`config.mk`:
```
export PLATFORM = sky130hd
export DESIGN_NAME = sbbs_top
export DESIGN_NICKNAME = d
export VERILOG_FILES = /design/src/pkg/sbbs_pkg.sv /design/src/rtl/sbbs_top.sv
export VERILOG_INCLUDE_DIRS = /design/src /design/src/pkg
export SDC_FILE = /design/constraint.sdc
export NUM_CORES = 1
export LEC_CHECK = 0
export BUFFER_PORTS_ARGS = -buffer_cell sky130_fd_sc_hd__buf_2
export CELL_PAD_IN_SITES_DETAIL_PLACEMENT = 0
export CELL_PAD_IN_SITES_GLOBAL_PLACEMENT = 2
export CORE_MARGIN = 1
export CORE_UTILIZATION = 35
export DETAILED_ROUTE_END_ITERATION = 10
export GPL_TIMING_DRIVEN = 0
export PLACE_DENSITY_LB_ADDON = 0.15
export SYNTH_ARGS = -nofsm -noshare
export SYNTH_HDL_FRONTEND = slang
export SYNTH_SLANG_ARGS = --single-unit
```
`constraint.sdc`:
```
create_clock -name core_clk -period 2.7 [get_ports core_clk]
set_input_delay 0.405 -clock core_clk [delete_from_list [all_inputs] [get_ports core_clk]]
set_output_delay 0.405 -clock core_clk [all_outputs]
set_load 0.01 [all_outputs]
```
`src/pkg/sbbs_consts.svh`:
```
// Constants of the serial baud, break and status block.
// Assumes inclusion by bare name from the package and the design file.
`ifndef SBBS_CONSTS_SVH
`define SBBS_CONSTS_SVH

// ***************************************************************
// Register offsets
// ***************************************************************
`define SBBS_OFS_STATUS_TWO   8'h16
`define SBBS_OFS_DATA_BUF     8'h18
`define SBBS_OFS_BAUD_RATE    8'h19
`define SBBS_OFS_PRESCALER    8'h1a
`define SBBS_OFS_INT_STATUS   8'h1b
`define SBBS_OFS_INT_MASK     8'h1c

// ***************************************************************
// Field positions
// ***************************************************************
`define SBBS_BIT_RPF          0
`define SBBS_BIT_BKF          1
`define SBBS_BIT_LIN_BREAK_SEND_ENABLE         7
`define SBBS_BIT_LIN_BREAK_DETECT_ENABLE         6
`define SBBS_SCP_HI           5
`define SBBS_SCP_LO           4
`define SBBS_SCR_HI           2
`define SBBS_SCR_LO           0
`define SBBS_PDS_HI           7
`define SBBS_PDS_LO           5
`define SBBS_INS_HI           4
`define SBBS_INS_LO           0
`define SBBS_IRQ_RX_LOAD      0
`define SBBS_IRQ_TX_BRK_DONE  1
`define SBBS_IRQ_IDLE         2

// ***************************************************************
// Reset values and timing counts
// ***************************************************************
`define SBBS_RST_CTRL         8'h00
`define SBBS_BAUD_RW_MASK     8'hf7
`define SBBS_INT_MASK_BITS    8'h07
`define SBBS_PRE_DIV_1        4'h0
`define SBBS_PRE_DIV_3        4'h2
`define SBBS_PRE_DIV_4        4'h3
`define SBBS_PRE_DIV_13       4'hc
`define SBBS_RT_PER_BIT       9'h010
`define SBBS_CLK_PER_RT       2'h3
`define SBBS_RT_LAST          4'hf
`define SBBS_BRK_NORM_BITS    9'h00a
`define SBBS_BRK_LIN_BREAK_DETECT_ENABLE_BITS    9'h00b
`define SBBS_BRK_LIN_BREAK_SEND_ENABLE_BITS    9'h00d

`endif

```
`src/pkg/sbbs_pkg.sv`:
```
// Types shared by the serial baud, break and status block.
// Assumes the constants header is on the include path.
`include "sbbs_consts.svh"

package sbbs_pkg;

   // Events from the receive shifter
   typedef struct packed {
      logic       rt1_low;
      logic       false_start;
      logic       idle_det;
      logic       char_done;
      logic [7:0] rx_byte;
   } sbbs_rx_ev_s;

   // Pulses toward status register 1 and control register 3
   typedef struct packed {
      logic framing_set;
      logic full_set;
      logic ninth_clear;
   } sbbs_brk_out_s;

   typedef enum logic [1:0] {
      SBBS_TX_IDLE,
      SBBS_TX_BREAK,
      SBBS_TX_MARK
   } sbbs_tx_state_e;

endpackage : sbbs_pkg

```
`src/rtl/sbbs_top.sv`:
```
// Break and reception flags, data buffer, LIN break options, baud generator.
// Assumes the receive and transmit shifters sit outside and run on rt_tick.
//
// How it works
// A detected break sets the break flag, framing error and receive full.
// In nine-bit mode a detected break clears the ninth received bit.
// Break flag never interrupts; status read then data read clears it.
// After clearing, the break flag rearms only once the line returns high.
// Reception flag sets on a low sample in the first start search slot.
// Reception flag clears on a false start or an idle character.
// Data address reads received byte, writes transmit byte; reset keeps contents.
// Software avoids read-modify-write on the data buffer address.
// LIN send makes breaks 13 or 14 bits long, else normal length.
// LIN detect reports breaks only after 11 or 12 low bits.
// Software still checks break length; the filter only rejects low runs under 11 or 12 bits.
// Pre-divider select picks 1, 3, 4 or 13.
// Rate divider select n divides by two to the n.
// Fine prescaler select 000 bypasses, otherwise divides by 2 to 8.
// Software does not toggle prescaler bypass while the module is enabled.
// Insertion count N adds N input clocks per 32 prescaler outputs.
// Bit rate is bus clock over 64, pre-divisor, rate divisor, prescaler.
// In bypass the prescaler divides by one and insertion is ignored.
`timescale 1ns/10ps
`include "sbbs_consts.svh"

module sbbs_top (
   input  wire logic                  core_clk,
   input  wire logic                  reset_n,
   input  wire logic [7:0]            reg_addr,
   input  wire logic [7:0]            reg_wdata,
   input  wire logic                  reg_wr,
   input  wire logic                  reg_rd,
   output logic      [7:0]            reg_rdata,
   input  wire logic                  serial_module_enable,
   input  wire logic                  char_len_sel,
   input  wire logic                  nine_bit_mode,
   input  wire logic                  rx_pin,
   input  wire sbbs_pkg::sbbs_rx_ev_s rx_ev,
   input  wire logic                  tx_break_req,
   output logic                       tx_break_line,
   output logic                       tx_break_done,
   output sbbs_pkg::sbbs_brk_out_s    brk_out,
   output logic      [7:0]            tx_byte,
   output logic                       tx_load,
   output logic                       rt_tick,
   output logic                       bit_tick,
   output logic                       irq
);

   // ***************************************************************
   // Registers and decode
   // ***************************************************************
   logic [7:0] baud_rate_control;
   logic [7:0] baud_prescaler_control;
   logic [7:0] serial_data_buffer;
   logic [7:0] int_status;
   logic [7:0] int_mask;
   logic       break_detected_flag;
   logic       reception_active_flag;
   logic       bkf_clr_armed;
   logic       brk_armed;
   logic       brk_event;
   logic [8:0] low_cnt;
   logic [8:0] rx_brk_target;
   logic [7:0] receive_status_two;
   logic       lin_break_send_enable;
   logic       lin_break_detect_enable;
   logic [1:0] rate_pre_divider_select;
   logic [2:0] rate_divider_select;
   logic [2:0] fine_prescaler_select;
   logic [4:0] clock_insertion_count;
   logic       wr_data;
   logic       rd_data;
   logic       rd_status_two;
   logic [7:0] next_rdata;
   logic [7:0] irq_events;

   assign lin_break_send_enable   = baud_rate_control[`SBBS_BIT_LIN_BREAK_SEND_ENABLE];
   assign lin_break_detect_enable = baud_rate_control[`SBBS_BIT_LIN_BREAK_DETECT_ENABLE];
   assign rate_pre_divider_select = baud_rate_control[`SBBS_SCP_HI:`SBBS_SCP_LO];
   assign rate_divider_select     = baud_rate_control[`SBBS_SCR_HI:`SBBS_SCR_LO];
   assign fine_prescaler_select   = baud_prescaler_control[`SBBS_PDS_HI:`SBBS_PDS_LO];
   assign clock_insertion_count   = baud_prescaler_control[`SBBS_INS_HI:`SBBS_INS_LO];

   assign wr_data       = reg_wr && (reg_addr == `SBBS_OFS_DATA_BUF);
   assign rd_data       = reg_rd && (reg_addr == `SBBS_OFS_DATA_BUF);
   assign rd_status_two = reg_rd && (reg_addr == `SBBS_OFS_STATUS_TWO);

   always_comb
   begin
      receive_status_two = 8'h00;
      receive_status_two[`SBBS_BIT_BKF] = break_detected_flag;
      receive_status_two[`SBBS_BIT_RPF] = reception_active_flag;
   end

   // control fields cleared by reset
   always_ff @(posedge core_clk or negedge reset_n)
   begin
      if (!reset_n)
      begin
         baud_rate_control      <= `SBBS_RST_CTRL;
         baud_prescaler_control <= `SBBS_RST_CTRL;
         int_mask               <= `SBBS_RST_CTRL;
      end
      else if (reg_wr)
      begin
         if (reg_addr == `SBBS_OFS_BAUD_RATE)
            baud_rate_control <= reg_wdata & `SBBS_BAUD_RW_MASK;
         if (reg_addr == `SBBS_OFS_PRESCALER)
            baud_prescaler_control <= reg_wdata;
         if (reg_addr == `SBBS_OFS_INT_MASK)
            int_mask <= reg_wdata & `SBBS_INT_MASK_BITS;
      end
   end

   always_comb
   begin
      next_rdata = 8'h00;
      if (reg_rd)
      begin
         unique case (reg_addr)
            `SBBS_OFS_STATUS_TWO: next_rdata = receive_status_two;
            `SBBS_OFS_DATA_BUF:   next_rdata = serial_data_buffer;
            `SBBS_OFS_BAUD_RATE:  next_rdata = baud_rate_control;
            `SBBS_OFS_PRESCALER:  next_rdata = baud_prescaler_control;
            `SBBS_OFS_INT_STATUS: next_rdata = int_status;
            `SBBS_OFS_INT_MASK:   next_rdata = int_mask;
            default:              next_rdata = 8'h00;
         endcase
      end
   end

   always_ff @(posedge core_clk or negedge reset_n)
   begin
      if (!reset_n)
         reg_rdata <= 8'h00;
      else
         reg_rdata <= next_rdata;
   end

   // ***************************************************************
   // Data buffer
   // ***************************************************************
   // buffer contents survive reset
   always_ff @(posedge core_clk)
   begin
      if (rx_ev.char_done)
         serial_data_buffer <= rx_ev.rx_byte;
      if (wr_data)
         tx_byte <= reg_wdata;
   end

   always_ff @(posedge core_clk or negedge reset_n)
   begin
      if (!reset_n)
         tx_load <= 1'b0;
      else
         tx_load <= wr_data;
   end

   // ***************************************************************
   // Baud generator
   // ***************************************************************
   logic [3:0] pd_cnt;
   logic [4:0] pd_frame;
   logic [3:0] pd_limit;
   logic       pd_bypass;
   logic       pd_tick;
   logic [3:0] bpd_cnt;
   logic [3:0] bpd_last;
   logic       bpd_tick;
   logic [6:0] bd_cnt;
   logic [6:0] bd_last;
   logic       bd_tick;
   logic [1:0] q_cnt;
   logic [3:0] rt_phase;
   logic       rt_pulse;

   assign pd_bypass = (fine_prescaler_select == 3'h0);
   // first N outputs of each frame take one extra clock
   assign pd_limit  = {1'b0, fine_prescaler_select}
                    + ((pd_frame < clock_insertion_count) ? 4'h1 : 4'h0);
   // bypass ticks every clock and ignores insertion
   assign pd_tick   = serial_module_enable && (pd_bypass || (pd_cnt == pd_limit));

   // pre-divisor choice
   always_comb
   begin
      unique case (rate_pre_divider_select)
         2'h0: bpd_last = `SBBS_PRE_DIV_1;
         2'h1: bpd_last = `SBBS_PRE_DIV_3;
         2'h2: bpd_last = `SBBS_PRE_DIV_4;
         2'h3: bpd_last = `SBBS_PRE_DIV_13;
      endcase
   end
   assign bpd_tick = pd_tick && (bpd_cnt == bpd_last);

   // power of two divider
   assign bd_last = 7'((8'h01 << rate_divider_select) - 8'h01);
   assign bd_tick = bpd_tick && (bd_cnt == bd_last);
   // four clocks per sample, sixteen samples per bit
   assign rt_pulse = bd_tick && (q_cnt == `SBBS_CLK_PER_RT);

   always_ff @(posedge core_clk or negedge reset_n)
   begin
      if (!reset_n)
      begin
         pd_cnt   <= 4'h0;
         pd_frame <= 5'h00;
      end
      else if (!serial_module_enable)
      begin
         pd_cnt   <= 4'h0;
         pd_frame <= 5'h00;
      end
      else if (pd_tick)
      begin
         pd_cnt   <= 4'h0;
         pd_frame <= pd_frame + 5'h01;
      end
      else
         pd_cnt <= pd_cnt + 4'h1;
   end

   always_ff @(posedge core_clk or negedge reset_n)
   begin
      if (!reset_n)
      begin
         bpd_cnt  <= 4'h0;
         bd_cnt   <= 7'h00;
         q_cnt    <= 2'h0;
         rt_phase <= 4'h0;
      end
      else if (!serial_module_enable)
      begin
         bpd_cnt  <= 4'h0;
         bd_cnt   <= 7'h00;
         q_cnt    <= 2'h0;
         rt_phase <= 4'h0;
      end
      else
      begin
         if (pd_tick)
            bpd_cnt <= bpd_tick ? 4'h0 : bpd_cnt + 4'h1;
         if (bpd_tick)
            bd_cnt <= bd_tick ? 7'h00 : bd_cnt + 7'h01;
         if (bd_tick)
            q_cnt <= q_cnt + 2'h1;
         if (rt_pulse)
            rt_phase <= rt_phase + 4'h1;
      end
   end

   always_ff @(posedge core_clk or negedge reset_n)
   begin
      if (!reset_n)
      begin
         rt_tick  <= 1'b0;
         bit_tick <= 1'b0;
      end
      else
      begin
         rt_tick  <= rt_pulse;
         bit_tick <= rt_pulse && (rt_phase == `SBBS_RT_LAST);
      end
   end

   // ***************************************************************
   // Break detection
   // ***************************************************************
   // LIN detect lengthens the low run needed by one bit
   assign rx_brk_target = 9'((lin_break_detect_enable ? `SBBS_BRK_LIN_BREAK_DETECT_ENABLE_BITS
                                                       : `SBBS_BRK_NORM_BITS)
                             + {8'h00, char_len_sel}) * `SBBS_RT_PER_BIT;
   assign brk_event = brk_armed && rt_tick && !rx_pin && ((low_cnt + 9'h001) == rx_brk_target);

   always_ff @(posedge core_clk or negedge reset_n)
   begin
      if (!reset_n)
         low_cnt <= 9'h000;
      else if (rx_pin)
         low_cnt <= 9'h000;
      else if (rt_tick && (low_cnt != rx_brk_target))
         low_cnt <= low_cnt + 9'h001;
   end

   // rearm only after the line is seen high
   always_ff @(posedge core_clk or negedge reset_n)
   begin
      if (!reset_n)
         brk_armed <= 1'b1;
      else if (brk_event)
         brk_armed <= 1'b0;
      else if (rx_pin)
         brk_armed <= 1'b1;
   end

   // clear needs status read with flag set, then data read; set wins
   always_ff @(posedge core_clk or negedge reset_n)
   begin
      if (!reset_n)
      begin
         break_detected_flag <= 1'b0;
         bkf_clr_armed       <= 1'b0;
      end
      else
      begin
         if (brk_event)
            break_detected_flag <= 1'b1;
         else if (rd_data && bkf_clr_armed)
            break_detected_flag <= 1'b0;
         if (rd_status_two && break_detected_flag)
            bkf_clr_armed <= 1'b1;
         else if (rd_data || !break_detected_flag)
            bkf_clr_armed <= 1'b0;
      end
   end

   // side effects of a break
   always_ff @(posedge core_clk or negedge reset_n)
   begin
      if (!reset_n)
         brk_out <= '0;
      else
      begin
         brk_out.framing_set <= brk_event;
         brk_out.full_set    <= brk_event;
         brk_out.ninth_clear <= brk_event && nine_bit_mode;
      end
   end

   // ***************************************************************
   // Reception in progress
   // ***************************************************************
   // set on first slot low, cleared on false start or idle
   always_ff @(posedge core_clk or negedge reset_n)
   begin
      if (!reset_n)
         reception_active_flag <= 1'b0;
      else if (rx_ev.rt1_low)
         reception_active_flag <= 1'b1;
      else if (rx_ev.false_start || rx_ev.idle_det)
         reception_active_flag <= 1'b0;
   end

   // ***************************************************************
   // Break transmit
   // ***************************************************************
   sbbs_pkg::sbbs_tx_state_e tx_state;
   logic [8:0]               tx_bits;
   logic [8:0]               tx_brk_len;

   // LIN send gives 13 or 14 bits, else 10 or 11
   assign tx_brk_len = (lin_break_send_enable ? `SBBS_BRK_LIN_BREAK_SEND_ENABLE_BITS : `SBBS_BRK_NORM_BITS)
                     + {8'h00, char_len_sel};

   always_ff @(posedge core_clk or negedge reset_n)
   begin
      if (!reset_n)
      begin
         tx_state      <= sbbs_pkg::SBBS_TX_IDLE;
         tx_bits       <= 9'h000;
         tx_break_line <= 1'b1;
         tx_break_done <= 1'b0;
      end
      else
      begin
         tx_break_done <= 1'b0;
         unique case (tx_state)
            sbbs_pkg::SBBS_TX_IDLE:
               if (tx_break_req && serial_module_enable)
               begin
                  tx_state      <= sbbs_pkg::SBBS_TX_BREAK;
                  tx_bits       <= 9'h000;
                  tx_break_line <= 1'b0;
               end
            sbbs_pkg::SBBS_TX_BREAK:
               if (bit_tick)
               begin
                  if (tx_bits + 9'h001 == tx_brk_len)
                  begin
                     tx_state      <= sbbs_pkg::SBBS_TX_MARK;
                     tx_break_line <= 1'b1;
                  end
                  tx_bits <= tx_bits + 9'h001;
               end
            sbbs_pkg::SBBS_TX_MARK:
               if (bit_tick)
               begin
                  tx_state      <= sbbs_pkg::SBBS_TX_IDLE;
                  tx_break_done <= 1'b1;
               end
         endcase
      end
   end

   // ***************************************************************
   // Interrupts
   // ***************************************************************
   always_comb
   begin
      irq_events = 8'h00;
      irq_events[`SBBS_IRQ_RX_LOAD]     = rx_ev.char_done;
      irq_events[`SBBS_IRQ_TX_BRK_DONE] = tx_break_done;
      irq_events[`SBBS_IRQ_IDLE]        = rx_ev.idle_det;
   end

   // Write one to clear, a new event in the same cycle wins
   always_ff @(posedge core_clk or negedge reset_n)
   begin
      if (!reset_n)
         int_status <= 8'h00;
      else if (reg_wr && (reg_addr == `SBBS_OFS_INT_STATUS))
         int_status <= (int_status & ~reg_wdata) | irq_events;
      else
         int_status <= int_status | irq_events;
   end

   assign irq = |(int_status & int_mask);
endmodule : sbbs_top

```
==> impl_metrics.csv, run 1 <==
group,metric,value,unit
placement,gp_congestion,0.759,
detailed_routing,drt_iter0_drc,234,
logic_synthesis,synth-seq-cells,107,
critical_path,worst-setup-path-type,"reg -> reg",
layout,synthToLayoutAreaGrowth,20.8,%
pwr,switching_share,28.9,%
logic_synthesis,yosysTopAreaCell,"dfrtp_1",
pwr,power_frac_clock,34.5,%
die,die_w,130,µm
critical_path,crit_arrival,3230,ps
grt,grt_first_pass_wirelength,21.7,mm
timing,clock.fmax,334,MHz
logic_synthesis,synth-warning-count,0,
critical_path,cp.required,2940,ps
timing,hold_viol_final,0,
flow_run,cap_violations,0,
critical_path,ff2ff_setup_slack,-290,ps
logic_synthesis,netlist_area,5700,µm²
logic_synthesis,synth_top_area_share,39.1,%
timing,maxSlewHeadroom,43.8,%
logic_synthesis,syn_inst,529,
placement,dp_cells,807,
logic_synthesis,yosys_most_used_dff,"dfrtp_1",
critical_path,ff2ff_path_depth,16,
detailed_routing,drcViolationCount,0,
detailed_routing,vias,4195,
run_status,status,"finished, violations left",
grt,track_usage,17.0,%
clock_network,clock_path_buffers,2,
detailed_routing,met1_length,6.40,mm
logic_synthesis,seq_area_frac_synth,48.4,%
logic_synthesis,synthTopCellsByArea,"dfrtp_1 (39%), edfxtp_1 (8.4%), ha_1 (5.5%), mux2_2 (4.3%), nor2_1 (3.6%)",
clock_network,clk_latency,360,ps
placement,port_buffers,61,
timing,slew_viol_final,0,
die,num_rows,46,
logic_synthesis,async_flop_share,85.0,%
detailed_routing,highest_layer,"met4",
timing,period_needed,2990,ps
critical_path,r2r-end,"rt_phase[0]$_DFFE_PN0P_",
pwr,peakVddDrop,0.301,mV
clock_network,cts_sinks,107,
detailed_routing,firstDrtPassIters,4,
detailed_routing,wl_per_cell,15.7,µm
layout,ff_latch_area,2760,µm²
clock_network,clockRootBuffer,"clkbuf_16",
grt,grt_max_degree,55,
layout,drive_above_1_share,26.0,%
placement,dp_hpwl,9.51,mm
logic_synthesis,syn_nets,591,
timing,finalSetupViolations,23,
die,core_area,15900,µm²
layout,layout_commonest_cell,"dfrtp_1",
clock_network,cts_inserted_buffers,9,
layout,stdcell_count,835,
clock_network,cts_hold_buf,0,
logic_synthesis,synth_cell_type_count,68,
critical_path,crit_path_max_fanout,4,
layout,diodes,0,
pwr,intPower,2.66,mW
run_status,violations,"negative setup slack",
pwr,power_frac_seq,47.0,%
pwr,power.density,544,nW/µm²
timing,clock_skew,9.64,ps
layout,multi_input_area,2970,µm²
critical_path,endpoint_kind,"register",
pwr,switching_power,1.08,mW
logic_synthesis,synth_area_per_cell,10.8,µm²
detailed_routing,drt-total-wl,13.1,mm
timing,post-route-period-util,111,%
critical_path,start_kind,"register",
grt,antenna_found_initial,0,
die,fp.dieH,130,µm
grt,grt_overflow_total,0,
detailed_routing,detail-route-antenna-nets,0,
pwr,pwr-share-comb,18.5,%
critical_path,rr_startpoint,"baud_prescaler_control[1]$_DFFE_PN0P_",
grt,grt_pass1_vias,4120,
layout,nFillCells,1593,
detailed_routing,drt-vias-per-instance,5.02,
die,io_pins,62,
pwr,p_leak,3.08,nW
detailed_routing,dr_wl_met3,446,µm
pwr,total_power,3.74,mW
clock_network,clk_pin_slew,80,ps
timing,rsz0062_at_grt,"true",
timing,worst_slew_pin_slew,839,ps
die,fp.dieArea,16800,µm²
clock_network,tritoncts,"built",
logic_synthesis,synth_edf_count,16,
timing,post-route-worst-setup-slack,-292,ps
detailed_routing,wl_met2,6.13,mm
layout,final_cell_mix,"dfrtp_1 (88), buf_2 (63), nor2_1 (55)",
die,start_util,35.9,%
worst_hold_path,hp-class,"in -> async",
clock_network,cts_htree_levels,3,
layout,nNetsFinal,676,
## metal layers
metal	up-vias	global-route usage, %
met5	-	0
met3	12	2.60
met2	51	27.3
met4	0	5.95
met1	2067	23.3
li1	2065	-
## worst max path at each step
stage                                    to  slack (ps)                                   from
finish              rt_phase[0]$_DFFE_PN0P_        -290  baud_prescaler_control[1]$_DFFE_PN0P_
global route        rt_phase[0]$_DFFE_PN0P_        -520  baud_prescaler_control[1]$_DFFE_PN0P_
CTS                 rt_phase[1]$_DFFE_PN0P_        -330  baud_prescaler_control[1]$_DFFE_PN0P_
detailed placement       bit_tick$_DFF_PN0_        -660  baud_prescaler_control[1]$_DFFE_PN0P_
global placement         bit_tick$_DFF_PN0_        -660  baud_prescaler_control[1]$_DFFE_PN0P_
floorplan           rt_phase[3]$_DFFE_PN0P_        -100                pd_frame[1]$_DFFE_PN0P_
## cells by family after synthesis
group,Yosys count,share of synthesized area [%]
DFF,107,48.4
muxes,32,6.98
xor gates and xnor gates,41,6.30
and+or+nand+nor,197,18.8
buffers and inverters,36,2.57
adders and majority gates,25,5.49
AOI/OAI and AO/OA,91,11.4
## registers in the layout, indices dropped and copies added (netlist names), 8 cells and up
signal and flops:
baud_prescaler_control 8, int_status 8, low_cnt 9, reg_rdata 8, serial_data_buffer 8, tx_bits 9, tx_byte 8
## cell usage after synthesis, types with 5 or more instances
cell / n
a21oi_1: 18
nor3_1: 5
clkbuf_1: 12
edfxtp_1: 16
ha_1: 25
a21boi_0: 7
dfrtp_1: 89
a21o_1: 6
a22oi_1: 5
nor2b_1: 14
nand4_1: 10
nand3_1: 22
nor2_1: 55
mux2_2: 22
xnor2_1: 22
inv_1: 17
mux2i_1: 6
xor2_1: 19
nand2b_1: 9
nand2_1: 34
o21ai_0: 21
and2_1: 6
o31ai_1: 5
and3_1: 12
## critical path, cell delays in order (launching register included)
cell      delay [ps]
dfrtp_1          410
inv_2            100
ha_4             200
a21oi_2          100
nor2b_1           50
o21ai_1          110
nand2b_1          80
a21oi_2          140
ha_2             220
ha_4             150
xor2_4           190
and4_4           290
o211ai_4          90
nor4b_4          390
buf_4            180
xnor2_2          100
nor2_1            50
## cell type report
type / count / share of cell area, %
Sequential cell: 107 / 40.1
Tap cell: 216 / 3.93
Inverter: 18 / 0.982
Clock buffer: 9 / 3.27
Buffer: 18 / 1.31
Clock inverter: 7 / 0.837
Timing Repair Buffer: 74 / 6.35
Multi-Input combinational cell: 386 / 43.2
## power by group through the flow
stage	registers (mW)	logic, mW	clock network (mW)
6_report	1.76	0.692	1.29
5_1_grt	1.77	0.771	1.40
4_1_cts	1.76	0.657	1.34
3_5_place_dp	1.79	0.538	0
3_3_place_gp	1.79	0.528	0
2_1_floorplan	1.77	0.380	0
## what timing repair did
| action | 4_1_cts | 5_1_grt |
|---|---|---|
| resized for setup | 30 | 6 |
| pin swaps | 25 | 17 |
| setup endpoints to repair | 28 | 28 |
| buffers inserted | 7 | 5 |
| cloned | 0 | 0 |
## per-stage QoR
step                      utilization [%]  area (µm²)  TNS, ps  setup WS, ps  hold WS [ps]
after global routing                 43.3        6880   -10240          -522          56.5
after detailed placement             39.9        6340    -9250          -656           428
after global placement               39.7        6310    -8180          -657           477
after floorplan                         -        5740     -225          -100           109
final                                43.3        6880    -3750          -292          31.3
after CTS                            42.9        6820    -4710          -335          37.9
No activity file was read; power rests on OpenSTA's default activity.
==> run 2, diff against run 1 <==
--- a/config.mk
+++ b/config.mk
@@ -6,7 +6,7 @@
 export SDC_FILE = /design/constraint.sdc
 export NUM_CORES = 1
 export LEC_CHECK = 0
-export BUFFER_PORTS_ARGS = -buffer_cell sky130_fd_sc_hd__buf_2
+export BUFFER_PORTS_ARGS = -buffer_cell sky130_fd_sc_hd__buf_4
 export CELL_PAD_IN_SITES_DETAIL_PLACEMENT = 0
 export CELL_PAD_IN_SITES_GLOBAL_PLACEMENT = 2
 export CORE_MARGIN = 1
==> run 2 against run 1 <==
  * The flow still finishes with violations (negative setup slack)
  * Cell count grew 0.12%
  * Sequential power is essentially flat
  * Power grew 5.9%
  * Core utilization grew 1.2 points
  * Hold slack gained 190 ps
  * Die area is the same
  * First-iteration DRC count shrank 8.1%
  * Largest cell class unchanged
==> impl_metrics.csv, run 2 (synthesis results as in run 1) <==
group,metric,value,unit
detailed_routing,wl_per_cell,15.9,µm
pwr,peakVddDrop,0.294,mV
timing,maxSlewHeadroom,21.2,%
clock_network,cts_sinks,107,
timing,timing.hold.ws,221,ps
placement,gp_congestion,0.755,
worst_hold_path,min_from,"rx_ev[5]",
timing,rsz0062_at_grt,"true",
layout,nFillCells,1556,
pwr,p_leak,3.14,nW
detailed_routing,drcViolationCount,0,
timing,slew_viol_final,0,
pwr,power.density,561,nW/µm²
critical_path,rr_startpoint,"baud_prescaler_control[1]$_DFFE_PN0P_",
timing,clock.fmax,334,MHz
die,die_w,130,µm
clock_network,cts_htree_levels,3,
layout,final_core_util,44.5,%
layout,nNetsFinal,677,
timing,finalSetupViolations,28,
layout,reg.largest.list,"low_cnt (9), tx_bits (9)",
layout,ff_latch_area,2760,µm²
grt,antenna_found_initial,0,
timing,worst_slew_pin_slew,1180,ps
worst_hold_path,hp-class,"in -> reg",
clock_network,clockRootBuffer,"clkbuf_16",
run_status,violations,"negative setup slack",
clock_network,clk_pin_slew,80,ps
critical_path,start_kind,"register",
detailed_routing,drt-total-wl,13.3,mm
die,core_area,15900,µm²
die,num_rows,46,
layout,layout_commonest_cell,"dfrtp_1",
grt,grt_pass1_vias,4242,
critical_path,worst-setup-path-type,"reg -> reg",
clock_network,cts_hold_buf,0,
critical_path,ff2ff_setup_slack,-300,ps
critical_path,crit_arrival,3280,ps
die,fp.dieArea,16800,µm²
critical_path,crit_path_max_fanout,3,
detailed_routing,vias,4235,
clock_network,cts_inserted_buffers,9,
placement,port_buffers,61,
clock_network,clock_path_buffers,2,
detailed_routing,drt_iter0_drc,215,
die,fp.dieH,130,µm
critical_path,cp.required,2980,ps
detailed_routing,firstDrtPassIters,4,
timing,post-route-worst-setup-slack,-297,ps
grt,track_usage,17.3,%
layout,final_cell_mix,"dfrtp_1 (88), buf_4 (75), nor2_1 (55)",
layout,multi_input_area,2970,µm²
die,start_util,35.9,%
run_status,status,"finished, violations left",
clock_network,clk_latency,360,ps
placement,dp_hpwl,9.54,mm
flow_run,cap_violations,0,
clock_network,tritoncts,"built",
layout,diodes,0,
die,io_pins,62,
timing,hold_viol_final,0,
layout,synthToLayoutAreaGrowth,24.1,%
timing,clock_skew,11.6,ps
timing,post-route-period-util,111,%
detailed_routing,drt-vias-per-instance,5.07,
pwr,total_power,3.96,mW
grt,grt_overflow_total,0,
grt,grt_first_pass_wirelength,22.0,mm
layout,drive_above_1_share,26.0,%
detailed_routing,detail-route-antenna-nets,0,
timing,period_needed,3000,ps
critical_path,crit_start,"baud_prescaler_control[1]$_DFFE_PN0P_",
critical_path,endpoint_kind,"register",
grt,grt_max_degree,92,
-- run 2: routing by layer --
metal,track usage (%),share of wire [%]
met2,28.6,48
met1,22.9,47
met5,0,0
met4,3.42,0.92
met3,4.21,3.7
-- run 2: area by class of cell --
class / count / area share, %
sequential: 107 / 39.1
buffer: 18 / 1.22
timing repair buffer: 75 / 8.07
inverter: 18 / 0.956
tap: 216 / 3.82
clock buffer: 9 / 3.19
clock inverter: 7 / 1.65
multi-input combinational: 386 / 42.0
-- run 2: worst max-delay path, stage by stage (launching register included) --
cell       delay, ps
dfrtp_1          410
inv_2            100
ha_4             200
a21oi_2          120
nor2b_1           50
o21ai_1          110
nand2b_1          80
a21oi_2          130
ha_2             220
ha_4             160
xor2_4           190
and4_4           270
buf_4            120
o2111ai_4        120
nor4b_4          310
buf_4            170
nand3_2           60
o21ai_1           90
-- run 2: power by group --
part	total, mW	switching, mW	leakage [nW]	internal (mW)
sequential	1.76	0.0623	1.39	1.69
clock	1.50	0.655	0.167	0.842
combinational	0.711	0.367	1.58	0.344
total	3.96	1.08	3.14	2.88
-- run 2: final timing paths --
check                                                   to  cells past startpoint
setup / recovery                      q_cnt[1]$_DFFE_PN0P_                     17
hold / removal             serial_data_buffer[5]$_DFFE_PP_                      1
setup reg to reg                      q_cnt[1]$_DFFE_PN0P_                     17
hold reg to reg                     reg_rdata[4]$_DFF_PN0_                      2
max in group asynchronous          pd_frame[1]$_DFFE_PN0P_                      1
min in group asynchronous             brk_out[0]$_DFF_PN0_                      1
-- run 2: timing repair --
item | in CTS | in global routing
buffers inserted | 12 | 2
pin swaps | 27 | 9
hold endpoints to repair | 0 | 0
endpoints found under the setup margin | 28 | 28
resized for setup | 33 | 0
-- run 2: through the flow --
stage                     cell area, µm²  setup slack, ps  std cells  TNS, ps
final                               7070             -297        836    -5020
after global routing                7070             -500        836   -10740
after CTS                           7060             -332        834    -5630
after detailed placement            6460             -712        806   -10630
after global placement              6460             -651        806    -8090
after floorplan                     5740             -100        529     -225
